==> config.mk <==
export PLATFORM = sky130hd
export DESIGN_NAME = sac_host_flat
export DESIGN_NICKNAME = d
export VERILOG_FILES = /design/src/sac_pkg.sv /design/src/sac_link_if.sv /design/src/sac_host.sv /design/src/flat_wrapper.sv
export SDC_FILE = /design/constraint.sdc
export NUM_CORES = 1
export LEC_CHECK = 0
export BUFFER_PORTS_ARGS = -buffer_cell sky130_fd_sc_hd__buf_2
export CORE_ASPECT_RATIO = 2
export CORE_MARGIN = 2
export CORE_UTILIZATION = 57
export CTS_CLUSTER_SIZE = 40
export DETAILED_ROUTE_END_ITERATION = 10
export PLACE_DENSITY = 0.95
export SLEW_MARGIN = 0
export SYNTH_ARGS = -nofsm -noshare
export SYNTH_HDL_FRONTEND = slang
export SYNTH_SLANG_ARGS = --single-unit
export TNS_END_PERCENT = 50
==> constraint.sdc <==
create_clock -name clk -period 4.6 [get_ports clk]
set_input_delay 1.38 -clock clk [delete_from_list [all_inputs] [get_ports clk]]
set_output_delay 1.38 -clock clk [all_outputs]
set_load 0.03 [all_outputs]
==> src/sac_pkg.sv <==
package sac_pkg;
  // ****************************************
  // Widths and timing
  // ****************************************
  localparam int unsigned CLK_HZ          = 25_000_000;
  localparam int unsigned RES_BITS        = 14;
  localparam int unsigned CONV_NS         = 260;
  localparam int unsigned ACQ_NS          = 100;
  localparam int unsigned NAP_WAKE_NS     = 250;
  localparam int unsigned RANGE_FAST_US   = 600;
  localparam int unsigned RANGE_SLOW_MS   = 11;
  localparam int unsigned REF_SETTLE_MS   = 700;
  localparam int unsigned SLEEP_WAKE_MS   = 210;
  // Cycle counts: least times rounded up, conversion time rounded down
  localparam int unsigned CONV_CYC     = (CONV_NS * (CLK_HZ / 1_000_000)) / 1000;
  localparam int unsigned ACQ_CYC      = (ACQ_NS * (CLK_HZ / 1_000_000) + 999) / 1000;
  localparam int unsigned NAP_WAKE_CYC = (NAP_WAKE_NS * (CLK_HZ / 1_000_000) + 999) / 1000;
  localparam int unsigned RANGE_FAST_CYC = RANGE_FAST_US * (CLK_HZ / 1_000_000);
  localparam int unsigned RANGE_SLOW_CYC = RANGE_SLOW_MS * (CLK_HZ / 1000);
  localparam int unsigned REF_SETTLE_CYC = REF_SETTLE_MS * (CLK_HZ / 1000);
  localparam int unsigned SLEEP_WAKE_CYC = SLEEP_WAKE_MS * (CLK_HZ / 1000);
  localparam int unsigned CNT_W = 26;
  // ****************************************
  // Range encoding {hi, lo}
  // ****************************************
  localparam logic [1:0] RANGE_0DB = 2'h3;
  localparam logic [1:0] RANGE_3DB = 2'h2;
  localparam logic [1:0] RANGE_6DB = 2'h1;
  localparam logic [1:0] RANGE_9DB = 2'h0;
  // Full-scale half spans in microvolts per range
  localparam int unsigned SPAN_0DB_UV = 1_800_000;
  localparam int unsigned SPAN_3DB_UV = 1_280_000;
  localparam int unsigned SPAN_6DB_UV = 900_000;
  localparam int unsigned SPAN_9DB_UV = 640_000;
  localparam int unsigned OVR_LSB = 64;
  localparam logic [RES_BITS-1:0] CODE_MOST_NEG = 14'h2000;
  localparam logic [RES_BITS-1:0] CODE_MOST_POS = 14'h1FFF;
  localparam logic [RES_BITS-1:0] CODE_ZERO     = 14'h0000;
  // ****************************************
  // Host command port registers (word byte addresses)
  // ****************************************
  localparam logic [3:0] REG_CTRL   = 4'h0;
  localparam logic [3:0] REG_STATUS = 4'h4;
  localparam logic [3:0] REG_RESULT = 4'h8;
  localparam int unsigned CTRL_START = 0;
  localparam int unsigned CTRL_RLO   = 1;
  localparam int unsigned CTRL_RHI   = 2;
  localparam int unsigned CTRL_NAP_N = 3;
  localparam int unsigned CTRL_SLP_N = 4;
  localparam int unsigned STAT_BUSY  = 0;
  localparam int unsigned STAT_READY = 1;
  localparam int unsigned STAT_VALID = 2;
  localparam int unsigned STAT_OVR   = 3;
  localparam int unsigned STAT_UNDR  = 4;
  localparam logic [31:0] CTRL_RESET = 32'h0000_001E;
  // ****************************************
  // States
  // ****************************************
  typedef enum logic [1:0] {
    SAC_IDLE = 2'b00,
    SAC_CONV = 2'b01,
    SAC_DONE = 2'b11
  } sac_dev_state_t;
endpackage

==> src/sac_link_if.sv <==
`timescale 1ns/100ps
interface sac_link_if;
  logic                 conversionStart_n;
  logic                 rangeSelectLo;
  logic                 rangeSelectHi;
  logic                 lightPowerdown_n;
  logic                 deepPowerdown_n;
  logic                 busy_n;
  logic [13:0]          resultWord;
  logic                 outOfRangeFlag;
  // Documented converter end
  modport device (
    input  conversionStart_n, rangeSelectLo, rangeSelectHi, lightPowerdown_n, deepPowerdown_n,
    output busy_n, resultWord, outOfRangeFlag
  );
  // Host controller end
  modport host (
    output conversionStart_n, rangeSelectLo, rangeSelectHi, lightPowerdown_n, deepPowerdown_n,
    input  busy_n, resultWord, outOfRangeFlag
  );
endinterface

==> src/sac_host.sv <==
// Local design decisions: the register addresses and the Wishbone slave port.
`timescale 1ns/100ps
module sac_host
  import sac_pkg::*;
#(
  parameter int unsigned RangeFastCyc = RANGE_FAST_CYC,
  parameter int unsigned RangeSlowCyc = RANGE_SLOW_CYC,
  parameter int unsigned RefSettleCyc = REF_SETTLE_CYC,
  parameter int unsigned SleepWakeCyc = SLEEP_WAKE_CYC
)(
  // Clock and reset
  input  wire logic         clk,
  input  wire logic         sys_rst,
  // Wishbone slave
  input  wire logic         wb_cyc_i,
  input  wire logic         wb_stb_i,
  input  wire logic         wb_we_i,
  input  wire logic [3:0]   wb_adr_i,
  input  wire logic [3:0]   wb_sel_i,
  input  wire logic [31:0]  wb_dat_i,
  output logic [31:0]       wb_dat_o,
  output logic              wb_ack_o,
  // Link to the converter
  sac_link_if.host          link
);
  // ****************************************
  // Registers
  // ****************************************
  logic [4:0]            ctrl_r;
  logic                  startReq_r;
  logic                  start_n_r;
  logic [CNT_W-1:0]      wait_r;
  logic [2:0]            acq_r;
  logic [RES_BITS-1:0]   result_r;
  logic                  flag_r;
  logic                  valid_r;
  logic                  busyPrev_r;
  logic                  access;
  logic                  ready;
  logic [1:0]            newRange;

  assign access   = wb_cyc_i && wb_stb_i && !wb_ack_o;
  assign newRange = {wb_dat_i[CTRL_RHI], wb_dat_i[CTRL_RLO]};
  assign ready    = (wait_r == '0) && (acq_r == '0) && start_n_r && busyPrev_r && link.busy_n;

  // Bus ack and read data
  always_ff @(posedge clk or posedge sys_rst) begin
    if (sys_rst) begin
      wb_ack_o <= 1'b0;
      wb_dat_o <= 32'h0000_0000;
    end else begin
      wb_ack_o <= access;
      wb_dat_o <= 32'h0000_0000;
      if (access && !wb_we_i) begin
        case (wb_adr_i)
          REG_CTRL:   wb_dat_o <= {27'h0, ctrl_r};
          REG_STATUS: wb_dat_o <= {27'h0, flag_r && result_r[RES_BITS-1],
                                   flag_r && !result_r[RES_BITS-1],
                                   valid_r, ready, !busyPrev_r};
          REG_RESULT: wb_dat_o <= {17'h0, flag_r, result_r};
          default:    wb_dat_o <= 32'h0000_0000;
        endcase
      end
    end
  end

  // Control settings; changes only while the link is idle
  always_ff @(posedge clk or posedge sys_rst) begin
    if (sys_rst) begin
      ctrl_r <= CTRL_RESET[4:0];
    end else if (access && wb_we_i && wb_sel_i[0] && wb_adr_i == REG_CTRL && ready) begin
      ctrl_r <= {wb_dat_i[4:1], 1'b0};
    end
  end

  // Settling wait after range or power change
  always_ff @(posedge clk or posedge sys_rst) begin
    if (sys_rst) begin
      wait_r <= CNT_W'(SleepWakeCyc);
    end else if (access && wb_we_i && wb_sel_i[0] && wb_adr_i == REG_CTRL && ready) begin
      if (!ctrl_r[CTRL_SLP_N] && wb_dat_i[CTRL_SLP_N]) begin
        wait_r <= CNT_W'(SleepWakeCyc);
      end else if (newRange != {ctrl_r[CTRL_RHI], ctrl_r[CTRL_RLO]}
                   && (newRange == RANGE_6DB || newRange == RANGE_9DB)) begin
        wait_r <= CNT_W'(RefSettleCyc);
      end else if (newRange == RANGE_3DB && ctrl_r[CTRL_RHI] && ctrl_r[CTRL_RLO]) begin
        wait_r <= CNT_W'(RangeSlowCyc);
      end else if (newRange != {ctrl_r[CTRL_RHI], ctrl_r[CTRL_RLO]}) begin
        wait_r <= CNT_W'(RangeFastCyc);
      end else if (!ctrl_r[CTRL_NAP_N] && wb_dat_i[CTRL_NAP_N]) begin
        wait_r <= CNT_W'(NAP_WAKE_CYC);
      end
    end else if (wait_r != '0) begin
      wait_r <= wait_r - 1'b1;
    end
  end

  // Start request latch; held until ready, dropped in power-down
  always_ff @(posedge clk or posedge sys_rst) begin
    if (sys_rst) begin
      startReq_r <= 1'b0;
    end else if (access && wb_we_i && wb_sel_i[0] && wb_adr_i == REG_CTRL
                 && wb_dat_i[CTRL_START]) begin
      startReq_r <= 1'b1;
    end else if (!ctrl_r[CTRL_SLP_N] || !ctrl_r[CTRL_NAP_N]) begin
      startReq_r <= 1'b0;
    end else if (ready && startReq_r) begin
      startReq_r <= 1'b0;
    end
  end

  // One-cycle low start pulse, then acquisition guard
  always_ff @(posedge clk or posedge sys_rst) begin
    if (sys_rst) begin
      start_n_r <= 1'b1;
      acq_r     <= 3'h0;
    end else begin
      start_n_r <= !(ready && startReq_r && ctrl_r[CTRL_SLP_N] && ctrl_r[CTRL_NAP_N]);
      if (busyPrev_r == 1'b0 && link.busy_n) begin
        acq_r <= 3'(ACQ_CYC);
      end else if (acq_r != 3'h0) begin
        acq_r <= acq_r - 3'h1;
      end
    end
  end

  // Capture on busy falling edge: previous conversion result
  always_ff @(posedge clk or posedge sys_rst) begin
    if (sys_rst) begin
      busyPrev_r <= 1'b1;
      result_r   <= CODE_ZERO;
      flag_r     <= 1'b0;
      valid_r    <= 1'b0;
    end else begin
      busyPrev_r <= link.busy_n;
      if (busyPrev_r && !link.busy_n) begin
        result_r <= link.resultWord;
        flag_r   <= link.outOfRangeFlag;
        valid_r  <= 1'b1;
      end
    end
  end

  assign link.conversionStart_n = start_n_r;
  assign link.rangeSelectLo     = ctrl_r[CTRL_RLO];
  assign link.rangeSelectHi     = ctrl_r[CTRL_RHI];
  assign link.lightPowerdown_n  = ctrl_r[CTRL_NAP_N];
  assign link.deepPowerdown_n   = ctrl_r[CTRL_SLP_N];
endmodule

==> src/flat_wrapper.sv <==
// flat-port wrapper written by rule: the top's interface ports become plain ports
module sac_host_flat import sac_pkg::*;
#(
  parameter int unsigned RangeFastCyc = RANGE_FAST_CYC,
  parameter int unsigned RangeSlowCyc = RANGE_SLOW_CYC,
  parameter int unsigned RefSettleCyc = REF_SETTLE_CYC,
  parameter int unsigned SleepWakeCyc = SLEEP_WAKE_CYC
)
  (clk, sys_rst, wb_cyc_i, wb_stb_i, wb_we_i, wb_adr_i, wb_sel_i, wb_dat_i, wb_dat_o, wb_ack_o, link_conversionStart_n, link_rangeSelectLo, link_rangeSelectHi, link_lightPowerdown_n, link_deepPowerdown_n, link_busy_n, link_resultWord, link_outOfRangeFlag);
  sac_link_if link_i ();
  input  wire logic clk;
  input  wire logic sys_rst;
  input  wire logic wb_cyc_i;
  input  wire logic wb_stb_i;
  input  wire logic wb_we_i;
  input  wire logic [3:0] wb_adr_i;
  input  wire logic [3:0] wb_sel_i;
  input  wire logic [31:0] wb_dat_i;
  output logic [31:0] wb_dat_o;
  output logic wb_ack_o;
  output wire logic [$bits(link_i.conversionStart_n)-1:0] link_conversionStart_n;
  output wire logic [$bits(link_i.rangeSelectLo)-1:0] link_rangeSelectLo;
  output wire logic [$bits(link_i.rangeSelectHi)-1:0] link_rangeSelectHi;
  output wire logic [$bits(link_i.lightPowerdown_n)-1:0] link_lightPowerdown_n;
  output wire logic [$bits(link_i.deepPowerdown_n)-1:0] link_deepPowerdown_n;
  input wire logic [$bits(link_i.busy_n)-1:0] link_busy_n;
  input wire logic [$bits(link_i.resultWord)-1:0] link_resultWord;
  input wire logic [$bits(link_i.outOfRangeFlag)-1:0] link_outOfRangeFlag;
  assign link_conversionStart_n = link_i.conversionStart_n;
  assign link_rangeSelectLo = link_i.rangeSelectLo;
  assign link_rangeSelectHi = link_i.rangeSelectHi;
  assign link_lightPowerdown_n = link_i.lightPowerdown_n;
  assign link_deepPowerdown_n = link_i.deepPowerdown_n;
  assign link_i.busy_n = link_busy_n;
  assign link_i.resultWord = link_resultWord;
  assign link_i.outOfRangeFlag = link_outOfRangeFlag;
  sac_host #(.RangeFastCyc(RangeFastCyc), .RangeSlowCyc(RangeSlowCyc), .RefSettleCyc(RefSettleCyc), .SleepWakeCyc(SleepWakeCyc)) u_core (.clk(clk), .sys_rst(sys_rst), .wb_cyc_i(wb_cyc_i), .wb_stb_i(wb_stb_i), .wb_we_i(wb_we_i), .wb_adr_i(wb_adr_i), .wb_sel_i(wb_sel_i), .wb_dat_i(wb_dat_i), .wb_dat_o(wb_dat_o), .wb_ack_o(wb_ack_o), .link(link_i));
endmodule
==> results.sh, run 1 <==
export IMPL_crit_chain="buf_2 > nor3_1 > nand4_1 > or4b_4 > o211ai_1 > o31ai_1"
export IMPL_hold_violations=0
export IMPL_layout_drive_gt1_share=0.318
export IMPL_synth_mux_area_frac=0.0857
export IMPL_start_kind="input port"
export IMPL_synthesis_area_um2=3590
export IMPL_cts_setup_buffers=0
export IMPL_ctsLongestPathBuffers=2
export IMPL_worst_pin_slew_ns=1.15
export IMPL_ioPinCount=99
export IMPL_yosys_area_share_simple=0.241
export IMPL_clock_skew_final_ns=0.00525
export IMPL_setup_ws_ns=1.45
export IMPL_reg2regPathDepth=7
export IMPL_crit_fanout=11
export IMPL_netlist_area_leader_share=0.369
export IMPL_placed_cells=473
export IMPL_dr_wl_met3_um=594
export IMPL_slew_headroom=0.231
export IMPL_synth_top_area_cell="dfrtp_1"
export IMPL_finalPower_mw=1.52
export IMPL_top_layer="met4"
export IMPL_grt_max_degree=57
export IMPL_finalWirelength_um=8770
export IMPL_routedLengthMet1_um=3200
export IMPL_synthFlopType="dfrtp_1"
export IMPL_synth_xor_area_frac=0.0293
export IMPL_syn_inst=341
export IMPL_worstPathArrival_ns=3.36
export IMPL_cp_slowest_cell="or4b_4"
export IMPL_die_h_um=116
export IMPL_dpl_hpwl_um=6070
export IMPL_yosysWarnings=0
export IMPL_portBuffers=51
export IMPL_synth_edf_count=0
export IMPL_diodes=0
export IMPL_cap_viol_max_count=0
export IMPL_p_leak_nw=1.82
export IMPL_synth_cell_types=63
export IMPL_status="finished clean"
export IMPL_cts_hold_buf=0
export IMPL_syn_to_final_growth_pct=16.4
export IMPL_synth_compound_area_frac=0.0933
export IMPL_dieArea_um2=6990
export IMPL_ant_nets=0
export IMPL_numClockSinks=68
export IMPL_drtIter0Drc=272
export IMPL_cp_end_kind="flip-flop"
export IMPL_overflow=0
export IMPL_ys_seq_area_frac=0.479
export IMPL_yosys_top_cells_area="dfrtp_1 37%, dfstp_2 11%, mux2_2 6.9%"
export IMPL_dpl_cell_area_um2=3870
export IMPL_start_util=0.579
export IMPL_rows=41
export IMPL_crit_required_ns=4.80
export IMPL_synth_top_family_by_area="simple AND/OR/NAND/NOR gates"
export IMPL_post_drt_via_cell_ratio=6.00
export IMPL_ctsResizeCount=0
export IMPL_power_density_nw_per_um2=363
export IMPL_min_period_ns=3.15
export IMPL_cts_inserted_buffers=9
export IMPL_path_clk_slew_ns=0.06
export IMPL_drc=0
export IMPL_slew_violations=0
export IMPL_final_cell_count_no_fill=489
export IMPL_design_area_um2=4180
export IMPL_holdPathStages=1
export IMPL_synthAdderAreaFrac=0.0139
export IMPL_h_tree_depth=3
export IMPL_rsz0062_at_grt="no"
export IMPL_nNetsFinal=463
export IMPL_setup_tns_ns=0
export IMPL_grtUsageTotal=0.278
export IMPL_vias=2936
export IMPL_setup_viol=0
export IMPL_coreArea_um2=6210
export IMPL_cts_root_buf="clkbuf_16"
export IMPL_fin_hold_ws_ns=0.477
export IMPL_ys_ff_latch=68
export IMPL_clock_latency_ns=0.34
export IMPL_async_flop_share=1.00
export IMPL_fin_crit_sh=0.686
export IMPL_routedWlPerCell_um=17.9
export IMPL_crit_type="input port to flip-flop"
export IMPL_pre_cts_slack_ns=1.15
export IMPL_finish_utilization=0.673
export IMPL_avgSynthCellArea_um2=10.5
export IMPL_routabilityCongestion=0.835
export IMPL_wl_met2_um=4670
export IMPL_max_freq_ghz=0.317
export IMPL_hp_class="flip-flop to flip-flop"
export IMPL_first_global_vias=3005
export IMPL_cts_tree="yes"
export IMPL_grt_pass1_wl_um=14500
export IMPL_max_vdd_ir_drop_uv=332
export IMPL_dr_pass1_iters=5
export IMPL_critical_path_max_stage_delay_ns=0.71
export IMPL_die_width_um=60.1
export IMPL_antenna_found_initial=0
## registers in the layout, summed over array words and instances (netlist names)
register / cells
u_core.acq_r: 3
u_core.busyPrev_r: 1
u_core.ctrl_r: 4
u_core.flag_r: 1
u_core.link.conversionStart_n: 1
u_core.result_r: 14
u_core.startReq_r: 1
u_core.valid_r: 1
u_core.wait_r: 26
u_core.wb_ack_o: 1
u_core.wb_dat_o: 15
## routing by layer
layer | up-vias | global-route usage
met5 | - | 0
met4 | 0 | 0.130
met3 | 31 | 0.0709
met2 | 157 | 0.457
met1 | 1428 | 0.332
li1 | 1320 | -
## cells in the mapped netlist, types with 2 or more instances
cell and n:
a211oi_1 8, a21oi_1 14, a31oi_1 4, and2_1 11, and3_1 3, and3b_1 2
buf_2 4, buf_4 17, clkbuf_1 3, dfrtp_1 53, dfstp_2 15, ha_1 4
inv_1 9, mux2_2 22, mux2i_1 6, nand2_1 20, nand2b_1 2, nand3_1 7
nand4_1 8, nor2_1 32, nor2_2 2, nor2b_1 4, nor3_1 17, nor3_2 2
nor4_1 3, nor4_2 2, nor4_4 3, o211ai_1 3, o21ai_0 8, o21ai_1 2
o31ai_1 2, o41ai_1 2, or2_2 2, or3_1 5, or4_1 2, xnor2_1 9
xor2_1 3
## kinds of logic after synthesis
group	Yosys count
AO/OA/AOI/OAI	52
XOR/XNOR	12
adder cells (fa/ha/maj)	4
buffers and inverters	34
flip-flops	68
multiplexers	28
other	1
AND/OR/NAND/NOR	142
## critical path, delay by kind of cell
family          cells  cell delay (ns)
compound gates      2             0.23
buf+inv             1             0.11
simple gates        3             1.62
## worst paths after layout
path | startpoint | endpoint | slack, ns
max | wb_adr_i[1] | u_core.wait_r[14] | 1.45
max reg2reg | u_core.acq_r[0] | u_core.wait_r[14] | 2.15
min | u_core.result_r[9] | u_core.wb_dat_o[9] | 0.48
min in group asynchronous | sys_rst | u_core.wb_dat_o[3] | 1.34
max in group asynchronous | sys_rst | u_core.ctrl_r[3] | 2.36
min reg2reg | u_core.result_r[9] | u_core.wb_dat_o[9] | 0.48
## final cells by class
cell class | count | area (µm²)
clock inverters | 7 | 80.1
multi-input cells | 255 | 1730
well taps | 86 | 108
fillers | 424 | 2030
inverters | 9 | 33.8
repair buffers | 55 | 285
flip-flops and latches | 68 | 1720
clock buffers | 9 | 225
## report_power, final
group	switching (mW)	internal, mW
clock network	0.280	0.427
registers	0.0200	0.634
logic	0.0950	0.0623
total	0.395	1.12
## placed cells by master (no fill, tap or decap), drive strengths merged, types with 10 or more instances in the layout
| cell type | synthesis | layout |
|---|---|---|
| and2 | 11 | 11 |
| dfrtp | 53 | 53 |
| nor3 | 20 | 20 |
| o21ai | 10 | 10 |
| inv | 9 | 13 |
| dfstp | 15 | 15 |
| nor2 | 34 | 34 |
| a21oi | 14 | 14 |
| conb | 1 | 17 |
| buf | 22 | 55 |
| nand2 | 20 | 20 |
| mux2 | 22 | 22 |
No activity file was read; power rests on OpenSTA's default activity.
==> run 2: changes to the inputs <==
--- a/config.mk
+++ b/config.mk
@@ -8,10 +8,10 @@
 export BUFFER_PORTS_ARGS = -buffer_cell sky130_fd_sc_hd__buf_2
 export CORE_ASPECT_RATIO = 2
 export CORE_MARGIN = 2
-export CORE_UTILIZATION = 57
+export CORE_UTILIZATION = 47
 export CTS_CLUSTER_SIZE = 40
 export DETAILED_ROUTE_END_ITERATION = 10
-export PLACE_DENSITY = 0.95
+export PLACE_DENSITY = 0.87
 export SLEW_MARGIN = 0
 export SYNTH_ARGS = -nofsm -noshare
 export SYNTH_HDL_FRONTEND = slang
==> constraint.sdc (replaced) <==
create_clock -name clk -period 2.7 [get_ports clk]
set_input_delay 0.81 -clock clk [delete_from_list [all_inputs] [get_ports clk]]
set_output_delay 0.81 -clock clk [all_outputs]
set_load 0.03 [all_outputs]
==> run 2 against run 1 <==
Clock skew hardly changed; clock power is 68% higher; register-to-register slack worse by 1.7 ns; final area is 1.6% higher; core utilization is 11 points lower; sequential share of layout area is 0.67 points lower; setup slack worse by 1.0 ns; sequential power is 70% higher; via count hardly changed; hold slack worse by 0.0056 ns; critical path type is now flip-flop to flip-flop; critical endpoint is now u_core.wait_r[16]; highest routed layer unchanged.
==> results.sh, run 2 (synthesis gave the netlist of run 1 again) <==
export IMPL_cp_end_kind="flip-flop"
export IMPL_syn_to_final_growth_pct=18.3
export IMPL_post_drt_via_cell_ratio=5.84
export IMPL_cts_inserted_buffers=9
export IMPL_portBuffers=51
export IMPL_top_register="u_core.wait_r"
export IMPL_grtUsageTotal=0.218
export IMPL_slew_violations=0
export IMPL_fin_crit_sh=0.845
export IMPL_setup_ws_ns=0.418
export IMPL_die_h_um=128
export IMPL_nNetsFinal=469
export IMPL_dr_pass1_iters=5
export IMPL_finish_utilization=0.567
export IMPL_final_cell_mix="53 x dfrtp_1, 51 x buf_2, 32 x nor2_1"
export IMPL_pre_cts_slack_ns=0.187
export IMPL_setup_tns_ns=0
export IMPL_worstPathArrival_ns=2.51
export IMPL_status="finished clean"
export IMPL_setup_viol=0
export IMPL_first_global_vias=2978
export IMPL_clock_skew_final_ns=0.00505
export IMPL_top_regs="u_core.wait_r: 26 flops, u_core.wb_dat_o: 15 flops, u_core.result_r: 14 flops"
export IMPL_vias=2938
export IMPL_reg2regPathDepth=8
export IMPL_ant_nets=0
export IMPL_rows=45
export IMPL_cts_tree="yes"
export IMPL_start_util=0.480
export IMPL_crit_type="flip-flop to flip-flop"
export IMPL_cap_viol_max_count=0
export IMPL_coreArea_um2=7490
export IMPL_crit_fanout=9
export IMPL_final_cell_count_no_fill=503
export IMPL_die_width_um=65.8
export IMPL_hp_class="flip-flop to flip-flop"
export IMPL_overflow=0
export IMPL_clock_latency_ns=0.34
export IMPL_routedWlPerCell_um=16.1
export IMPL_power_density_nw_per_um2=605
export IMPL_placed_cells=487
export IMPL_h_tree_depth=3
export IMPL_ctsResizeCount=0
export IMPL_hold_violations=0
export IMPL_largest_reg_flops=26
export IMPL_start_kind="flip-flop"
export IMPL_cp_slowest_cell="dfrtp_1"
export IMPL_diodes=0
export IMPL_dieArea_um2=8400
export IMPL_drtIter0Drc=269
export IMPL_crit_required_ns=2.93
export IMPL_finalWirelength_um=8110
export IMPL_p_leak_nw=1.86
export IMPL_path_clk_slew_ns=0.06
export IMPL_rsz0062_at_grt="no"
export IMPL_holdPathStages=1
export IMPL_ctsLongestPathBuffers=2
export IMPL_min_period_ns=2.28
export IMPL_layout_drive_gt1_share=0.328
export IMPL_worst_pin_slew_ns=0.637
export IMPL_grt_pass1_wl_um=14000
export IMPL_drc=0
export IMPL_crit_chain="inv_1 > ha_1 > nor4bb_1 > nand4_1 > buf_4 > nor3_1 > a211oi_1 > a211oi_1"
export IMPL_cts_root_buf="clkbuf_16"
export IMPL_antenna_found_initial=0
export IMPL_slew_headroom=0.575
export IMPL_grt_max_degree=39
export IMPL_critical_path_max_stage_delay_ns=0.36
export IMPL_fin_hold_ws_ns=0.471
export IMPL_fillerInstances=626
export IMPL_ioPinCount=99
export IMPL_cts_hold_buf=0
export IMPL_path_common_cell="a211oi_1"
export IMPL_layout_commonest_cell="dfrtp_1"
export IMPL_dpl_hpwl_um=5730
export IMPL_max_freq_ghz=0.438
export IMPL_cts_setup_buffers=0
export IMPL_routabilityCongestion=0.828
export IMPL_max_vdd_ir_drop_uv=542
export IMPL_numClockSinks=68
run 2: metal layers:
metal	GRT usage	part of all wire	up-vias
met5	0	0	-
met1	0.265	0.40	1457
met4	0.104	0.032	0
li1	-	-	1339
met3	0.0511	0.054	20
met2	0.357	0.52	122
run 2: critical path, delay by kind of cell, from the launching register on:
| kind | cells | cell delay, ns |
|---|---|---|
| DFF | 1 | 0.36 |
| and+or+nand+nor | 3 | 0.84 |
| AOI/OAI and AO/OA | 2 | 0.43 |
| adders and majority gates | 1 | 0.21 |
| buffers and inverters | 2 | 0.33 |
run 2: cell type report:
cell class                 instances  area [µm²]  share of cell area
sequential                        68        1720               0.405
tap                               94         118              0.0277
clock inverter                     7        81.3              0.0191
inverter                           9        33.8             0.00795
clock buffer                       9         225              0.0530
multi-input combinational        255        1730               0.407
timing repair buffer              61         343              0.0807
run 2: metrics by stage:
step / instance area (µm²) / total power [mW]
CTS: 4250 / 2.59
floorplan: 3650 / 1.33
finish: 4250 / 2.57
global placement: 3940 / 1.38
detailed placement: 3940 / 1.39
global route: 4250 / 2.67
run 2: worst paths after layout:
kind	from	endpoint	slack [ns]
max in group asynchronous	sys_rst	u_core.wait_r[12]	1.44
min in group asynchronous	sys_rst	u_core.wb_ack_o	0.55
min reg2reg	u_core.result_r[6]	u_core.wb_dat_o[6]	0.47
max reg2reg	u_core.acq_r[0]	u_core.wait_r[16]	0.42
min	u_core.result_r[6]	u_core.wb_dat_o[6]	0.47
max	u_core.acq_r[0]	u_core.wait_r[16]	0.42
run 2: power by group:
part	leakage [nW]	switching, mW	internal [mW]
sequential	0.813	0.0329	1.08
combinational	0.897	0.156	0.110
clock	0.147	0.464	0.728
total	1.86	0.653	1.92
==> run 3: changes to the inputs <==
--- a/config.mk
+++ b/config.mk
@@ -5,13 +5,14 @@
 export SDC_FILE = /design/constraint.sdc
 export NUM_CORES = 1
 export LEC_CHECK = 0
+export ABC_AREA = 1
 export BUFFER_PORTS_ARGS = -buffer_cell sky130_fd_sc_hd__buf_2
 export CORE_ASPECT_RATIO = 2
 export CORE_MARGIN = 2
-export CORE_UTILIZATION = 47
+export CORE_UTILIZATION = 48
 export CTS_CLUSTER_SIZE = 40
 export DETAILED_ROUTE_END_ITERATION = 10
-export PLACE_DENSITY = 0.87
+export PLACE_DENSITY = 0.88
 export SLEW_MARGIN = 0
 export SYNTH_ARGS = -nofsm -noshare
 export SYNTH_HDL_FRONTEND = slang
==> constraint.sdc (replaced) <==
create_clock -name clk -period 2.02 [get_ports clk]
set_input_delay 0.606 -clock clk [delete_from_list [all_inputs] [get_ports clk]]
set_output_delay 0.606 -clock clk [all_outputs]
set_load 0.03 [all_outputs]
==> run 3 against run 2 <==
Area after synthesis grew 2.6%; count of clock-buffer cells in the layout grew 1; core utilization is 4.3 points higher; register-to-register slack worse by 0.39 ns; non-clock buffer count up 23; total power rose by 110%; clock skew increased by 0.0020 ns; critical path depth is 3 higher; clock power up 44%; sequential share of layout area fell by 3.2 points; synthesized cell count increased by 33%.
==> results.sh, run 3 <==
export IMPL_finish_utilization=0.611
export IMPL_drtIter0Drc=153
export IMPL_critical_path_max_stage_delay_ns=0.40
export IMPL_worst_pin_slew_ns=0.556
export IMPL_finalWirelength_um=10200
export IMPL_overflow=0
export IMPL_synthFlopType="dfrtp_1"
export IMPL_min_period_ns=1.99
export IMPL_dr_pass1_iters=4
export IMPL_synth_top_area_cell="dfrtp_1"
export IMPL_cap_viol_max_count=0
export IMPL_grt_pass1_wl_um=15900
export IMPL_routedWlPerCell_um=15.9
export IMPL_layout_commonest_cell="nor2_1"
export IMPL_netlist_area_leader_share=0.360
export IMPL_drc=0
export IMPL_power_density_nw_per_um2=1150
export IMPL_vias=3377
export IMPL_path_clk_slew_ns=0.06
export IMPL_switching_share=0.348
export IMPL_antenna_found_initial=0
export IMPL_cp_top_family="simple AND/OR/NAND/NOR gates"
export IMPL_avgSynthCellArea_um2=8.10
export IMPL_ant_nets=0
export IMPL_start_util=0.489
export IMPL_grt_max_degree=26
export IMPL_rows=45
export IMPL_coreArea_um2=7540
export IMPL_synth_cell_types=39
export IMPL_switching_power_mw=1.84
export IMPL_first_global_vias=3516
export IMPL_crit_required_ns=2.29
export IMPL_slew_violations=0
export IMPL_dieArea_um2=8440
export IMPL_status="finished clean"
export IMPL_die_width_um=66.0
export IMPL_largest_reg_flops=26
export IMPL_yosysWarnings=0
export IMPL_portBuffers=51
export IMPL_grtUsageTotal=0.251
export IMPL_clock_skew_final_ns=0.00707
export IMPL_p_int_mw=3.45
export IMPL_nNetsFinal=606
export IMPL_worst_path_buf_inv=3
export IMPL_async_flop_share=1.00
export IMPL_finalPower_mw=5.29
export IMPL_ctsLongestPathBuffers=2
export IMPL_setup_viol=0
export IMPL_worstPathArrival_ns=2.26
export IMPL_hold_violations=0
export IMPL_cp_end_kind="flip-flop"
export IMPL_cts_root_buf="clkbuf_16"
export IMPL_ys_ff_latch=68
export IMPL_cts_inserted_buffers=9
export IMPL_cp_slowest_cell="dfrtp_1"
export IMPL_path_common_cell="nor2_4"
export IMPL_clock_latency_ns=0.34
export IMPL_post_drt_via_cell_ratio=5.28
export IMPL_fin_crit_sh=0.987
export IMPL_routabilityCongestion=0.921
export IMPL_start_kind="flip-flop"
export IMPL_top_regs="u_core.wait_r: 26 flops, u_core.wb_dat_o: 15 flops, u_core.result_r: 14 flops"
export IMPL_crit_type="flip-flop to flip-flop"
export IMPL_h_tree_depth=3
export IMPL_dpl_hpwl_um=7200
export IMPL_crit_fanout=7
export IMPL_p_clk_frac=0.322
export IMPL_syn_inst=455
export IMPL_top_register="u_core.wait_r"
export IMPL_synth_edf_count=0
export IMPL_cts_tree="yes"
export IMPL_numClockSinks=68
export IMPL_seqPwrFrac=0.389
export IMPL_max_vdd_ir_drop_uv=905
export IMPL_diodes=0
export IMPL_ys_seq_area_frac=0.467
export IMPL_comb_power_share=0.288
export IMPL_layout_drive_gt1_share=0.297
export IMPL_hp_class="input port to asynchronous set/reset pin"
export IMPL_yosys_top_cells_area="dfrtp_1 36%, dfstp_2 11%, nor2_1 8.6%"
export IMPL_max_freq_ghz=0.502
export IMPL_slew_headroom=0.628
export IMPL_crit_chain="inv_2 > ha_1 > inv_1 > nor2_2 > nand4_1 > nor2_4 > nand2_4 > buf_12 > nor2_4 > nand2_2 > a21oi_2"
export IMPL_p_leak_nw=2.41
export IMPL_final_cell_mix="81 x nor2_1, 73 x nand2_1, 61 x inv_1"
export IMPL_synth_common_cells="84 x nor2_1, 74 x nand2_1, 67 x inv_1"
export IMPL_syn_to_final_growth_pct=25.0
export IMPL_die_h_um=128
export IMPL_rsz0062_at_grt="yes"
export IMPL_ioPinCount=99
export IMPL_yosysMostFrequentCell="nor2_1"
export IMPL_synthesis_area_um2=3690
==> run 3: changes by cell type in the layout (fill, tap and decap cells not counted), moves of 5 or more <==
cell and delta:
nor2_4 +8, a211oi_1 -8, nand3_1 +12, inv_1 +53, or3_1 -5, mux2i_1 -6
nand2_1 +53, buf_4 +21, xor2_1 +6, mux2_2 -16, a21oi_1 +6, and2_1 -11
nor2_1 +49
==> run 3: power by group through the flow <==
stage               Clock (mW)  Combinational [mW]  Sequential (mW)
floorplan                    0                1.14             1.97
global placement             0                1.32             2.02
detailed placement           0                1.40             2.05
CTS                       1.71                1.43             2.03
global route              1.76                1.72             2.09
finish                    1.71                1.52             2.06
==> run 3: kinds of logic after synthesis <==
| group | count (synthesis) | share of synthesized area |
|---|---|---|
| and+or+nand+nor | 227 | 0.282 |
| muxes | 6 | 0.0183 |
| buffers and inverters | 92 | 0.117 |
| xor gates and xnor gates | 14 | 0.0333 |
| other | 1 | 0.00102 |
| DFF | 68 | 0.467 |
| adders and majority gates | 4 | 0.0136 |
| AOI/OAI and AO/OA | 43 | 0.0679 |
==> run 3: path summary, 6_finish.rpt <==
check,slack (ns),from,cells after the start,to
setup / recovery,0.03,u_core.acq_r[0],11,u_core.wait_r[13]
hold / removal,0.33,sys_rst,2,u_core.wait_r[10]
setup reg to reg,0.03,u_core.acq_r[0],11,u_core.wait_r[13]
hold reg to reg,0.47,u_core.valid_r,2,u_core.valid_r
max in group asynchronous,1.12,sys_rst,3,u_core.link.conversionStart_n
min in group clk,0.39,link_busy_n,1,u_core.busyPrev_r
==> run 3: final cells by class <==
type	count	area (µm²)
repair buffers	84	541
clock buffers	10	239
multi-input cells	311	1650
clock inverters	6	87.6
fillers	586	2940
flip-flops and latches	68	1720
inverters	67	255
well taps	94	118
==> run 3: timing repair <==
| item | 4_1_cts | 5_1_grt |
|---|---|---|
| pin swaps | 2 | 5 |
| gates resized for setup | 4 | 14 |
| hold buffers | 0 | 0 |
| buffers inserted | 1 | 3 |
| setup endpoints to repair | 5 | 26 |
==> run 3: routing by layer <==
layer,vias to the layer above,routed length (µm),GRT usage,share of wire
met5,-,0,0,0
met3,44,419,0.0342,0.041
li1,1563,-,-,-
met4,0,444,0.132,0.044
met1,1609,3290,0.232,0.32
met2,161,6030,0.497,0.59
==> run 3: metrics by stage <==
stage | hold WS, ns | instance area [µm²] | worst slack (ns) | cells | setup TNS, ns
floorplan | 0.423 | 3750 | 0.250 | 471 | 0
global placement | 0.440 | 4200 | -0.116 | 620 | -1.44
detailed placement | 0.445 | 4200 | -0.165 | 620 | -2.25
CTS | 0.341 | 4540 | 0.0276 | 637 | 0
global route | 0.375 | 4610 | -0.0816 | 640 | -0.373
finish | 0.327 | 4610 | 0.0264 | 640 | 0
